--- config.mk ---
export PLATFORM = sky130hd
export DESIGN_NAME = startup_init_pin_control
export DESIGN_NICKNAME = d
export VERILOG_FILES = /design/src/verilog/startup_init_pin_control.v /design/src/verilog/pin_mux_cell.v
export VERILOG_INCLUDE_DIRS = /design/src /design/src/verilog
export SDC_FILE = /design/constraint.sdc
export NUM_CORES = 1
export LEC_CHECK = 0
export ABC_AREA = 1
export BUFFER_PORTS_ARGS = -buffer_cell sky130_fd_sc_hd__buf_2
export CORE_ASPECT_RATIO = 0.6
export CORE_MARGIN = 5
export CORE_UTILIZATION = 40
export DETAILED_ROUTE_END_ITERATION = 7
export GPL_ROUTABILITY_DRIVEN = 1
export PLACE_DENSITY = 0.58
export SKIP_CTS_REPAIR_TIMING = 1
export SLEW_MARGIN = 5
export SYNTH_ARGS = -nofsm -noshare
export SYNTH_HDL_FRONTEND = slang
export SYNTH_SLANG_ARGS = --single-unit
--- constraint.sdc ---
create_clock -name clk -period 2.3 [get_ports clk]
set_input_delay 0.69 -clock clk [delete_from_list [all_inputs] [get_ports clk]]
set_output_delay 0.69 -clock clk [all_outputs]
set_load 0.05 [all_outputs]
--- src/verilog/startup_pins_map.vh ---
// Constants for the start-up and override pin controller
`ifndef STARTUP_PINS_MAP_VH
`define STARTUP_PINS_MAP_VH
`define CFG_IDLE   5'h01
`define CFG_LOAD   5'h02
`define CFG_INIT   5'h04
`define CFG_WAIT   5'h08
`define CFG_USER   5'h10
`define SYNC_DEPTH 2
`define INIT_CYCLES 8
`define CNT_W      8
`define CNT_ZERO   8'h00
`define CNT_ONE    8'h01
`define BIT_LO     1'h0
`define BIT_HI     1'h1
`endif

--- src/verilog/startup_init_pin_control.v ---
// Start-up sequence, init-complete pin and device-wide overrides
`timescale 1ns/10ps
`include "startup_pins_map.vh"
// Functional notes
// - Unselected optional pin: user I/O, tri-stated pulled-up while configuring
// - User clock option: startup clock paces initialization
// - Init-complete undriven while request low, early
// - Enable bit loaded in first frame: drive low
// - Calibration gating option delays release until done
// - Global output enable low tri-states all I/O except the init-complete pin used as user I/O
// - Global clear low clears all registers
module startup_init_pin_control #(
  parameter INIT_CYCLES = `INIT_CYCLES
) (
  clk,
  srst,
  config_request_n,
  first_frame_valid,
  opt_init_done_in,
  opt_startup_clock_in,
  opt_cal_gate_in,
  opt_global_oe_in,
  opt_global_clear_in,
  startup_clock_in,
  termination_cal_complete,
  global_output_enable_in,
  global_clear_in_n,
  init_user_out,
  init_user_oe,
  init_done_out_r,
  init_done_oe_r,
  init_done_pullup_r,
  user_mode_r,
  configuring_r,
  io_tristate_all_r,
  reg_clear_all_r
);
  input  wire clk;                      // System clock
  input  wire srst;                     // Synchronous reset
  input  wire config_request_n;         // Configuration request, low holds reset
  input  wire first_frame_valid;        // Pulse: first frame option bits valid
  input  wire opt_init_done_in;         // Option: init-complete output enabled
  input  wire opt_startup_clock_in;     // Option: user start-up clock
  input  wire opt_cal_gate_in;          // Option: gate release on calibration
  input  wire opt_global_oe_in;         // Option: global output enable pin
  input  wire opt_global_clear_in;      // Option: global clear pin
  input  wire startup_clock_in;         // User start-up clock, sampled
  input  wire termination_cal_complete; // Calibration done level
  input  wire global_output_enable_in;  // Global output enable pin
  input  wire global_clear_in_n;        // Global clear pin, active low
  input  wire init_user_out;            // User value when pin is user I/O
  input  wire init_user_oe;             // User enable when pin is user I/O
  output wire init_done_out_r;          // Init-complete pin value
  output wire init_done_oe_r;           // Init-complete pin enable
  output wire init_done_pullup_r;       // Weak pull-up on init-complete pin
  output reg  user_mode_r;              // Device in user mode
  output reg  configuring_r;            // Configuration in progress
  output reg  io_tristate_all_r;        // Force all I/O tri-stated
  output reg  reg_clear_all_r;          // Clear all user registers

  localparam [`CNT_W-1:0] INIT_LAST = INIT_CYCLES[`CNT_W-1:0]; // Init step count, cut to counter width

  reg [4:0]        state_r;         // One-hot sequencer state
  reg [4:0]        state_nxt;       // Next state
  reg              opt_done_r;      // Latched init-complete enable bit
  reg              opt_clk_r;       // Latched start-up clock option
  reg              opt_gate_r;      // Latched calibration gating option
  reg              opt_oe_r;        // Latched global OE option
  reg              opt_clr_r;       // Latched global clear option
  reg              drive_low_r;     // Dedicated drive of init-complete
  reg [`CNT_W-1:0] init_cnt_r;      // Initialization step counter
  reg [`SYNC_DEPTH-1:0] uclk_sync_r; // User clock synchroniser
  reg              uclk_prev_r;     // Previous synchronised user clock
  wire             uclk_rise;       // User clock rising edge
  wire             init_step;       // Initialization advances
  wire             cal_ok;          // Calibration gate satisfied

  // Synchronise user start-up clock; edge from second stage only
  always @(posedge clk) begin
    if (srst) begin
      uclk_sync_r <= {`SYNC_DEPTH{`BIT_LO}};
      uclk_prev_r <= `BIT_LO;
    end else begin
      uclk_sync_r <= {uclk_sync_r[`SYNC_DEPTH-2:0], startup_clock_in};
      uclk_prev_r <= uclk_sync_r[`SYNC_DEPTH-1];
    end
  end

  assign uclk_rise = uclk_sync_r[`SYNC_DEPTH-1] & ~uclk_prev_r;
  // Initialization paced by user clock when selected
  assign init_step = opt_clk_r ? uclk_rise : `BIT_HI;
  // Gating applied only when option chosen
  assign cal_ok    = ~opt_gate_r | termination_cal_complete;

  // Next-state logic
  always @* begin
    state_nxt = state_r;
    case (state_r)
      `CFG_IDLE: begin
        // Wait for request release
        if (config_request_n) state_nxt = `CFG_LOAD;
      end
      `CFG_LOAD: begin
        // Option bits arrive with first frame
        if (first_frame_valid) state_nxt = `CFG_INIT;
      end
      `CFG_INIT: begin
        // Count initialization steps
        if (init_step && init_cnt_r == INIT_LAST) state_nxt = `CFG_WAIT;
      end
      `CFG_WAIT: begin
        // Hold until calibration allows release
        if (cal_ok) state_nxt = `CFG_USER;
      end
      `CFG_USER: begin
        // Stay in user mode
        state_nxt = `CFG_USER;
      end
      default: begin
        state_nxt = `CFG_IDLE;
      end
    endcase
    // Request low restarts configuration from any state
    if (!config_request_n) state_nxt = `CFG_IDLE;
  end

  // Sequencer, option latches and counter
  always @(posedge clk) begin
    if (srst) begin
      state_r     <= `CFG_IDLE;
      opt_done_r  <= `BIT_LO;
      opt_clk_r   <= `BIT_LO;
      opt_gate_r  <= `BIT_LO;
      opt_oe_r    <= `BIT_LO;
      opt_clr_r   <= `BIT_LO;
      init_cnt_r  <= `CNT_ZERO;
    end else begin
      state_r <= state_nxt;
      if (state_r == `CFG_IDLE) begin
        // Options forgotten while request is low
        opt_done_r <= `BIT_LO;
        opt_clk_r  <= `BIT_LO;
        opt_gate_r <= `BIT_LO;
        opt_oe_r   <= `BIT_LO;
        opt_clr_r  <= `BIT_LO;
        init_cnt_r <= `CNT_ZERO;
      end else if (state_r == `CFG_LOAD && first_frame_valid) begin
        // Capture option bits
        opt_done_r <= opt_init_done_in;
        opt_clk_r  <= opt_startup_clock_in;
        opt_gate_r <= opt_cal_gate_in;
        opt_oe_r   <= opt_global_oe_in;
        opt_clr_r  <= opt_global_clear_in;
        init_cnt_r <= `CNT_ZERO;
      end else if (state_r == `CFG_INIT && init_step) begin
        // Advance initialization
        init_cnt_r <= init_cnt_r + `CNT_ONE;
      end
    end
  end

  // Init-complete drive and status outputs
  always @(posedge clk) begin
    if (srst) begin
      drive_low_r       <= `BIT_LO;
      user_mode_r       <= `BIT_LO;
      configuring_r     <= `BIT_HI;
      io_tristate_all_r <= `BIT_HI;
      reg_clear_all_r   <= `BIT_HI;
    end else begin
      case (state_nxt)
        `CFG_IDLE, `CFG_LOAD: begin
          // Undriven before option bit is known
          drive_low_r <= `BIT_LO;
        end
        `CFG_INIT, `CFG_WAIT: begin
          // Driven low once enable bit loaded
          drive_low_r <= (state_r == `CFG_LOAD) ? opt_init_done_in : opt_done_r;
        end
        default: begin
          // Released at user mode entry
          drive_low_r <= `BIT_LO;
        end
      endcase
      user_mode_r   <= (state_nxt == `CFG_USER);
      configuring_r <= (state_nxt != `CFG_USER);
      // Output override only in user mode with option set
      io_tristate_all_r <= (state_nxt != `CFG_USER) |
                           (opt_oe_r & ~global_output_enable_in);
      // Clear override only in user mode with option set
      reg_clear_all_r   <= (state_nxt != `CFG_USER) |
                           (opt_clr_r & ~global_clear_in_n);
    end
  end

  // Open-drain init-complete pin with user I/O fallback
  pin_mux_cell init_pin (
    .clk          (clk),
    .srst         (srst),
    .opt_enable   (opt_done_r),
    .configuring  (configuring_r),
    .ded_out      (`BIT_LO),
    .ded_oe       (drive_low_r),
    .user_out     (init_user_out),
    .user_oe      (init_user_oe),
    .pin_out_r    (init_done_out_r),
    .pin_oe_r     (init_done_oe_r),
    .pin_pullup_r (init_done_pullup_r)
  );
endmodule // startup_init_pin_control

--- src/verilog/pin_mux_cell.v ---
// One optional pin: dedicated function or user I/O fallback
`timescale 1ns/10ps
module pin_mux_cell (
  clk,
  srst,
  opt_enable,
  configuring,
  ded_out,
  ded_oe,
  user_out,
  user_oe,
  pin_out_r,
  pin_oe_r,
  pin_pullup_r
);
  input  wire clk;          // System clock
  input  wire srst;         // Synchronous reset
  input  wire opt_enable;   // Dedicated function selected
  input  wire configuring;  // Device still configuring
  input  wire ded_out;      // Dedicated output value
  input  wire ded_oe;       // Dedicated output enable
  input  wire user_out;     // User logic output value
  input  wire user_oe;      // User logic output enable
  output reg  pin_out_r;    // Registered pin value
  output reg  pin_oe_r;     // Registered pin enable
  output reg  pin_pullup_r; // Weak pull-up active

  // Select pin source
  always @(posedge clk) begin
    if (srst) begin
      pin_out_r    <= `BIT_LO;
      pin_oe_r     <= `BIT_LO;
      pin_pullup_r <= `BIT_HI;
    end else if (opt_enable) begin
      // Dedicated function owns the pin
      pin_out_r    <= ded_out;
      pin_oe_r     <= ded_oe;
      pin_pullup_r <= `BIT_LO;
    end else if (configuring) begin
      // User I/O tri-stated with pull-up during configuration
      pin_out_r    <= `BIT_LO;
      pin_oe_r     <= `BIT_LO;
      pin_pullup_r <= `BIT_HI;
    end else begin
      // Plain user I/O
      pin_out_r    <= user_out;
      pin_oe_r     <= user_oe;
      pin_pullup_r <= `BIT_LO;
    end
  end
endmodule // pin_mux_cell

Yosys cells after proc, flatten, opt, wreduce, memory -nomap -nowiden
Index checks and enable logic that the tools add are counted.
Word-level totals
  input bits: 15
  bits in registers: 29
  output and inout bits: 7
  bits in read-only memories: 0
  logic and storage cells: 58
  RAM bits: 0
  memories kept: 0
  latch bits: 0
Cells by class
  bitwise operators: 11
  shift-type cells: 0
  div/mod/pow operators: 0
  reductions and logical operators: 8
  magnitude comparators: 0
  mux-type cells: 11
  $mul: 0
  $add $sub $neg: 1
  equality and inequality tests: 10
Operators with widths (number)
  5-bit case mux with 5 select lines: 1
  5-bit two-way mux: 4
  5-bit by 3-bit == test with 1-bit output, second input constant: 2
  5-bit by 4-bit == test with 1-bit output, second input constant: 2
  5-bit == test, second input constant: 2
  8-bit by 1-bit adder with 8-bit output, second input constant: 1
  8-bit by 4-bit == test with 1-bit output, second input constant: 1
  1-bit two-way mux: 6
  2-bit OR reduction: 3
  3-bit OR reduction: 2
  5-bit by 1-bit == test with 1-bit output, second input constant: 1
  5-bit by 2-bit == test with 1-bit output, second input constant: 1
  5-bit != test, second input constant: 1
  1-bit inverter: 5
  1-bit bitwise AND: 3
  1-bit logical AND: 3
  1-bit bitwise OR: 3

Depth between registers and ports, before layout
  depth in word-level cells: 11
  gate-level depth with buffers: 8
  depth with buffers taken out: 8

By module
Synthesis repeated with hierarchy kept, for this count alone.
Unflattened totals
  cells, all modules: 192
  area total of the unflattened synthesis: 1365.1 um^2
Modules (own cells, without submodules)
  startup_init_pin_control: area each 1262.5 um^2, seq. area each 520.5 um^2, instances 1, cells each 180
  pin_mux_cell: area each 102.6 um^2, seq. area each 60.1 um^2, instances 1, cells each 12

Least setup slack after synthesis
OpenSTA, ideal clock, no wires.
  kind: input -> register
  from: input srst
  to: register init_cnt_r[1]
  library setup time: 0.070 ns
  stages on the path: 6
  setup slack: 0.831 ns
  buffers on the path: 1
  data arrival time: 1.400 ns
  required time: 2.230 ns
  cell sequence: buf_2 -> inv_1 -> nand2_1 -> nor2_4 -> o21ai_1 -> a21oi_1
Between the ends
  longest elaborated chain between the ends: 1
Ends and longest elaborated chain
  start, declared: RTL line startup_init_pin_control.v:39  | input wire srst;
  3-bit OR reduction (no source line)
  end signal, assigned: RTL line startup_init_pin_control.v:136  | init_cnt_r <= `CNT_ZERO;
  end signal, assigned: RTL line startup_init_pin_control.v:146  | init_cnt_r <= `CNT_ZERO;
  end signal, assigned: RTL line startup_init_pin_control.v:154  | init_cnt_r <= `CNT_ZERO;
  end, declared: RTL line startup_init_pin_control.v:71  | reg [`CNT_W-1:0] init_cnt_r;
Every way passes these cells.
A chain may end at the register's enable or synchronous reset.

Worst setup path after layout
  from: register configuring_r
  to: output configuring_r
RTL lines
  start, declared: RTL line startup_init_pin_control.v:57  | output reg configuring_r;
  start signal, assigned: RTL line startup_init_pin_control.v:167  | configuring_r <= `BIT_HI;
  start signal, assigned: RTL line startup_init_pin_control.v:186  | configuring_r <= (state_nxt != `CFG_USER);
No word-level cell between the ends.

==> flow_summary_export.csv <==
group,metric,value,unit
run_status,status,"finished, final reports clean",
placed_design,placed_cell_area,1450,um2
detailed_routing,drtAntennaViolNets,0,
clocking,ctsHtreeMaxLevel,2,
floorplanning,die_h,54.1,um
detailed_routing,num_vias,1136,
placed_design,portBuffers,21,
synthesis,synth_top_area_cell,"dfxtp_1",
power_and_ir_drop,comb_power_share,4.6,%
timing,period_needed,1590,ps
synthesis,synthCells,174,
synthesis,ys_types,24,
placed_design,routabilityCongestion,0.829,
worst_setup_path,endpoint_kind,"output port",
timing,relSlewSlack,81.0,%
floorplanning,initial_core_util,40.6,%
worst_setup_path,path_buf_inv,1,
worst_setup_path,crit_path_top_delay_cell,"dfxtp_1",
clocking,clock_sinks,29,
synthesis,synth_top_area_share,44.9,%
synthesis,ys_seq_elements,29,
synthesis,ys_async_sr_fraction,0,%
power_and_ir_drop,ir_drop,355,uV
synthesis,syn_avg_cell_area,7.44,um2
worst_setup_path,critPathMaxStageDelay,340,ps
detailed_routing,wire_per_inst,11.4,um
cells_and_area,multi_input_area,598,um2
floorplanning,core_area,3180,um2
synthesis,syn-num-nets,191,
power_and_ir_drop,power.leakage,0.661,nW
cells_and_area,largest_reg_flops,8,
power_and_ir_drop,p_sw,0.240,mW
detailed_routing,drc,0,
worst_setup_path,critical_path_peak_fanout,3,
job,max_cap_violations,0,
cells_and_area,layout_top_registers,"init_cnt_r: 8 flops, state_r: 5 flops, uclk_sync_r: 2 flops",
clocking,clk_latency,280,ps
hold_path,hold_path.class,"flip-flop to flip-flop",
power_and_ir_drop,clkPwrFrac,49.7,%
synthesis,ys_seq_area_share,44.9,%
synthesis,yosys-top-cells-area,"dfxtp_1, nand2_1, inv_1, nor2_1, nor2_4",
power_and_ir_drop,internal-power,0.878,mW
floorplanning,floorplan.die_area,4510,um2
synthesis,ys.flop_type,"dfxtp_1",
cells_and_area,largest-register,"init_cnt_r",
clocking,ctsLongestPathBuffers,2,
cells_and_area,final_nets,218,
synthesis,yosys-top-cells-count,"nand2_1, dfxtp_1, inv_1, nor2_1",
power_and_ir_drop,p_seq_share,45.7,%
cells_and_area,nFillCells,309,
worst_setup_path,cp_cell_sequence,"buf_2",
worst_setup_path,cp_data_arrival_time,900,ps
timing,tightestPinTransition,284,ps
synthesis,synthMostInstantiatedCell,"nand2_1",
floorplanning,fp.dieW,83.4,um
timing,hold_violations,0,
grt,grt_pass1_wl,4.79,mm
floorplanning,ios,22,
timing,finalSetupViolations,0,
grt,gr-total-overflow,0,
timing,rsz0062_at_grt,"no",
worst_setup_path,worstPathRequired,1610,ps
cells_and_area,register_area,581,um2
grt,grt_max_degree,11,
timing,final_max_slew_viol_count,0,
worst_setup_path,cp_top_family,"flip-flops",
synthesis,synth_edf_count,0,
timing,fin_crit_sh,68.9,%
synthesis,yosys_warnings,0,
detailed_routing,drt-total-wl,2.81,mm
grt,grt_pass1_vias,1122,
synthesis,syn-cell-area,1290,um2
timing,fin_skew,5.04,ps
clocking,clkTransAtPathRegs,70,ps
detailed_routing,first_pass_iters,5,
placed_design,dpl.hpwl,2.17,mm
detailed_routing,viasPerCell,4.60,
power_and_ir_drop,swShare,21.5,%
timing,fmax,631,MHz
floorplanning,num_rows,16,
clocking,cts_made_buffers,5,
timing,setup_tns,0,ps
cells_and_area,diodes,0,
cells_and_area,syn_to_final_growth,21.4,%
detailed_routing,drt_iter0_markers,77,
cells_and_area,stdcell_area,1570,um2
cells_and_area,drive_gt1_share,21.8,%
worst_setup_path,crit_path_start_kind,"flip-flop",
grt,track_usage,13.8,%
worst_setup_path,critPathKind,"flip-flop to output port",
grt,antenna_found_initial,0,
power_and_ir_drop,powerDensity,712,nW/um2
clocking,cts_root_buf,"clkbuf_8",
clocking,tritoncts,"done",
-- cell type report --
type                       instances  area share [%]
clock buffer                       6            5.26
clock inverter                     2            2.39
inverter                          29            7.01
multi-input combinational        115            38.1
sequential                        29            37.0
tap                               45            3.59
timing repair buffer              21            6.69
-- through the flow --
stage / total power, mW / instances / hold WS (ps) / setup WS (ps) / utilization, %
finish: 1.12 / 247 / 415 / 714 / 49.3
global route: 1.15 / 247 / 431 / 650 / 49.3
CTS: 1.13 / 247 / 423 / 698 / 49.3
detailed placement: 0.573 / 239 / 406 / 645 / 45.6
global placement: 0.573 / 239 / 407 / 690 / 45.6
floorplan: 0.552 / 174 / 388 / 831 / -
-- power groups by stage --
stage          clock network (mW)  logic (mW)  registers [mW]
6_report                    0.556      0.0513           0.511
5_1_grt                     0.585      0.0566           0.511
3_5_place_dp                    0      0.0509           0.522
3_3_place_gp                    0      0.0508           0.522
2_1_floorplan                   0      0.0308           0.521
4_1_cts                     0.567      0.0510           0.511
-- layout by cell type, fill, tap and decap left out, drive strengths merged --
| master | netlist | routed |
|---|---|---|
| a211oi | 4 | 4 |
| a21oi | 9 | 9 |
| a31oi | 1 | 1 |
| buf | 1 | 21 |
| bufinv | 0 | 1 |
| clkbuf | 0 | 6 |
| clkinv | 1 | 1 |
| clkinvlp | 0 | 1 |
| dfxtp | 29 | 29 |
| ha | 2 | 2 |
| inv | 28 | 28 |
| nand2 | 39 | 39 |
| nand3 | 9 | 9 |
| nand3b | 1 | 1 |
| nand4 | 4 | 4 |
| nor2 | 32 | 32 |
| nor3 | 2 | 2 |
| o21ai | 9 | 9 |
| xor2 | 3 | 3 |
-- per-layer routing --
metal | wire, um | GRT usage, % | up-vias
met2 | 1180 | 21.8 | 26
li1 | - | - | 599
met5 | 0 | 0 | -
met3 | 138 | 4.59 | 5
met1 | 1460 | 17.3 | 506
met4 | 30 | 6.42 | 0
-- worst paths after layout --
path / from / end / slack [ps] / depth (start not counted)
max: configuring_r$_SDFF_PP1_ / configuring_r / 710 / 1
min: uclk_sync_r[0]$_SDFF_PP0_ / uclk_sync_r[1]$_SDFF_PP0_ / 410 / 2
max reg2reg: uclk_sync_r[1]$_SDFF_PP0_ / init_cnt_r[1]$_SDFFE_PP0P_ / 900 / 7
min reg2reg: uclk_sync_r[0]$_SDFF_PP0_ / uclk_sync_r[1]$_SDFF_PP0_ / 410 / 2
-- logic make-up (layout without fill, tap and decap cells) --
| group | Yosys count | in the layout | share of synthesized area (%) |
|---|---|---|---|
| adders and majority gates | 2 | 2 | 1.93 |
| AOI/OAI and AO/OA | 23 | 23 | 10.3 |
| DFF | 29 | 29 | 44.9 |
| and+or+nand+nor | 87 | 87 | 31.9 |
| buffers and inverters | 30 | 58 | 8.90 |
| xor gates and xnor gates | 3 | 3 | 2.03 |
-- worst min-delay path, stage by stage, from the launching register on --
cell     delay [ps]
dfxtp_1         300
inv_1            50
nor2_1           30
Power figures use the tool's default switching activity.
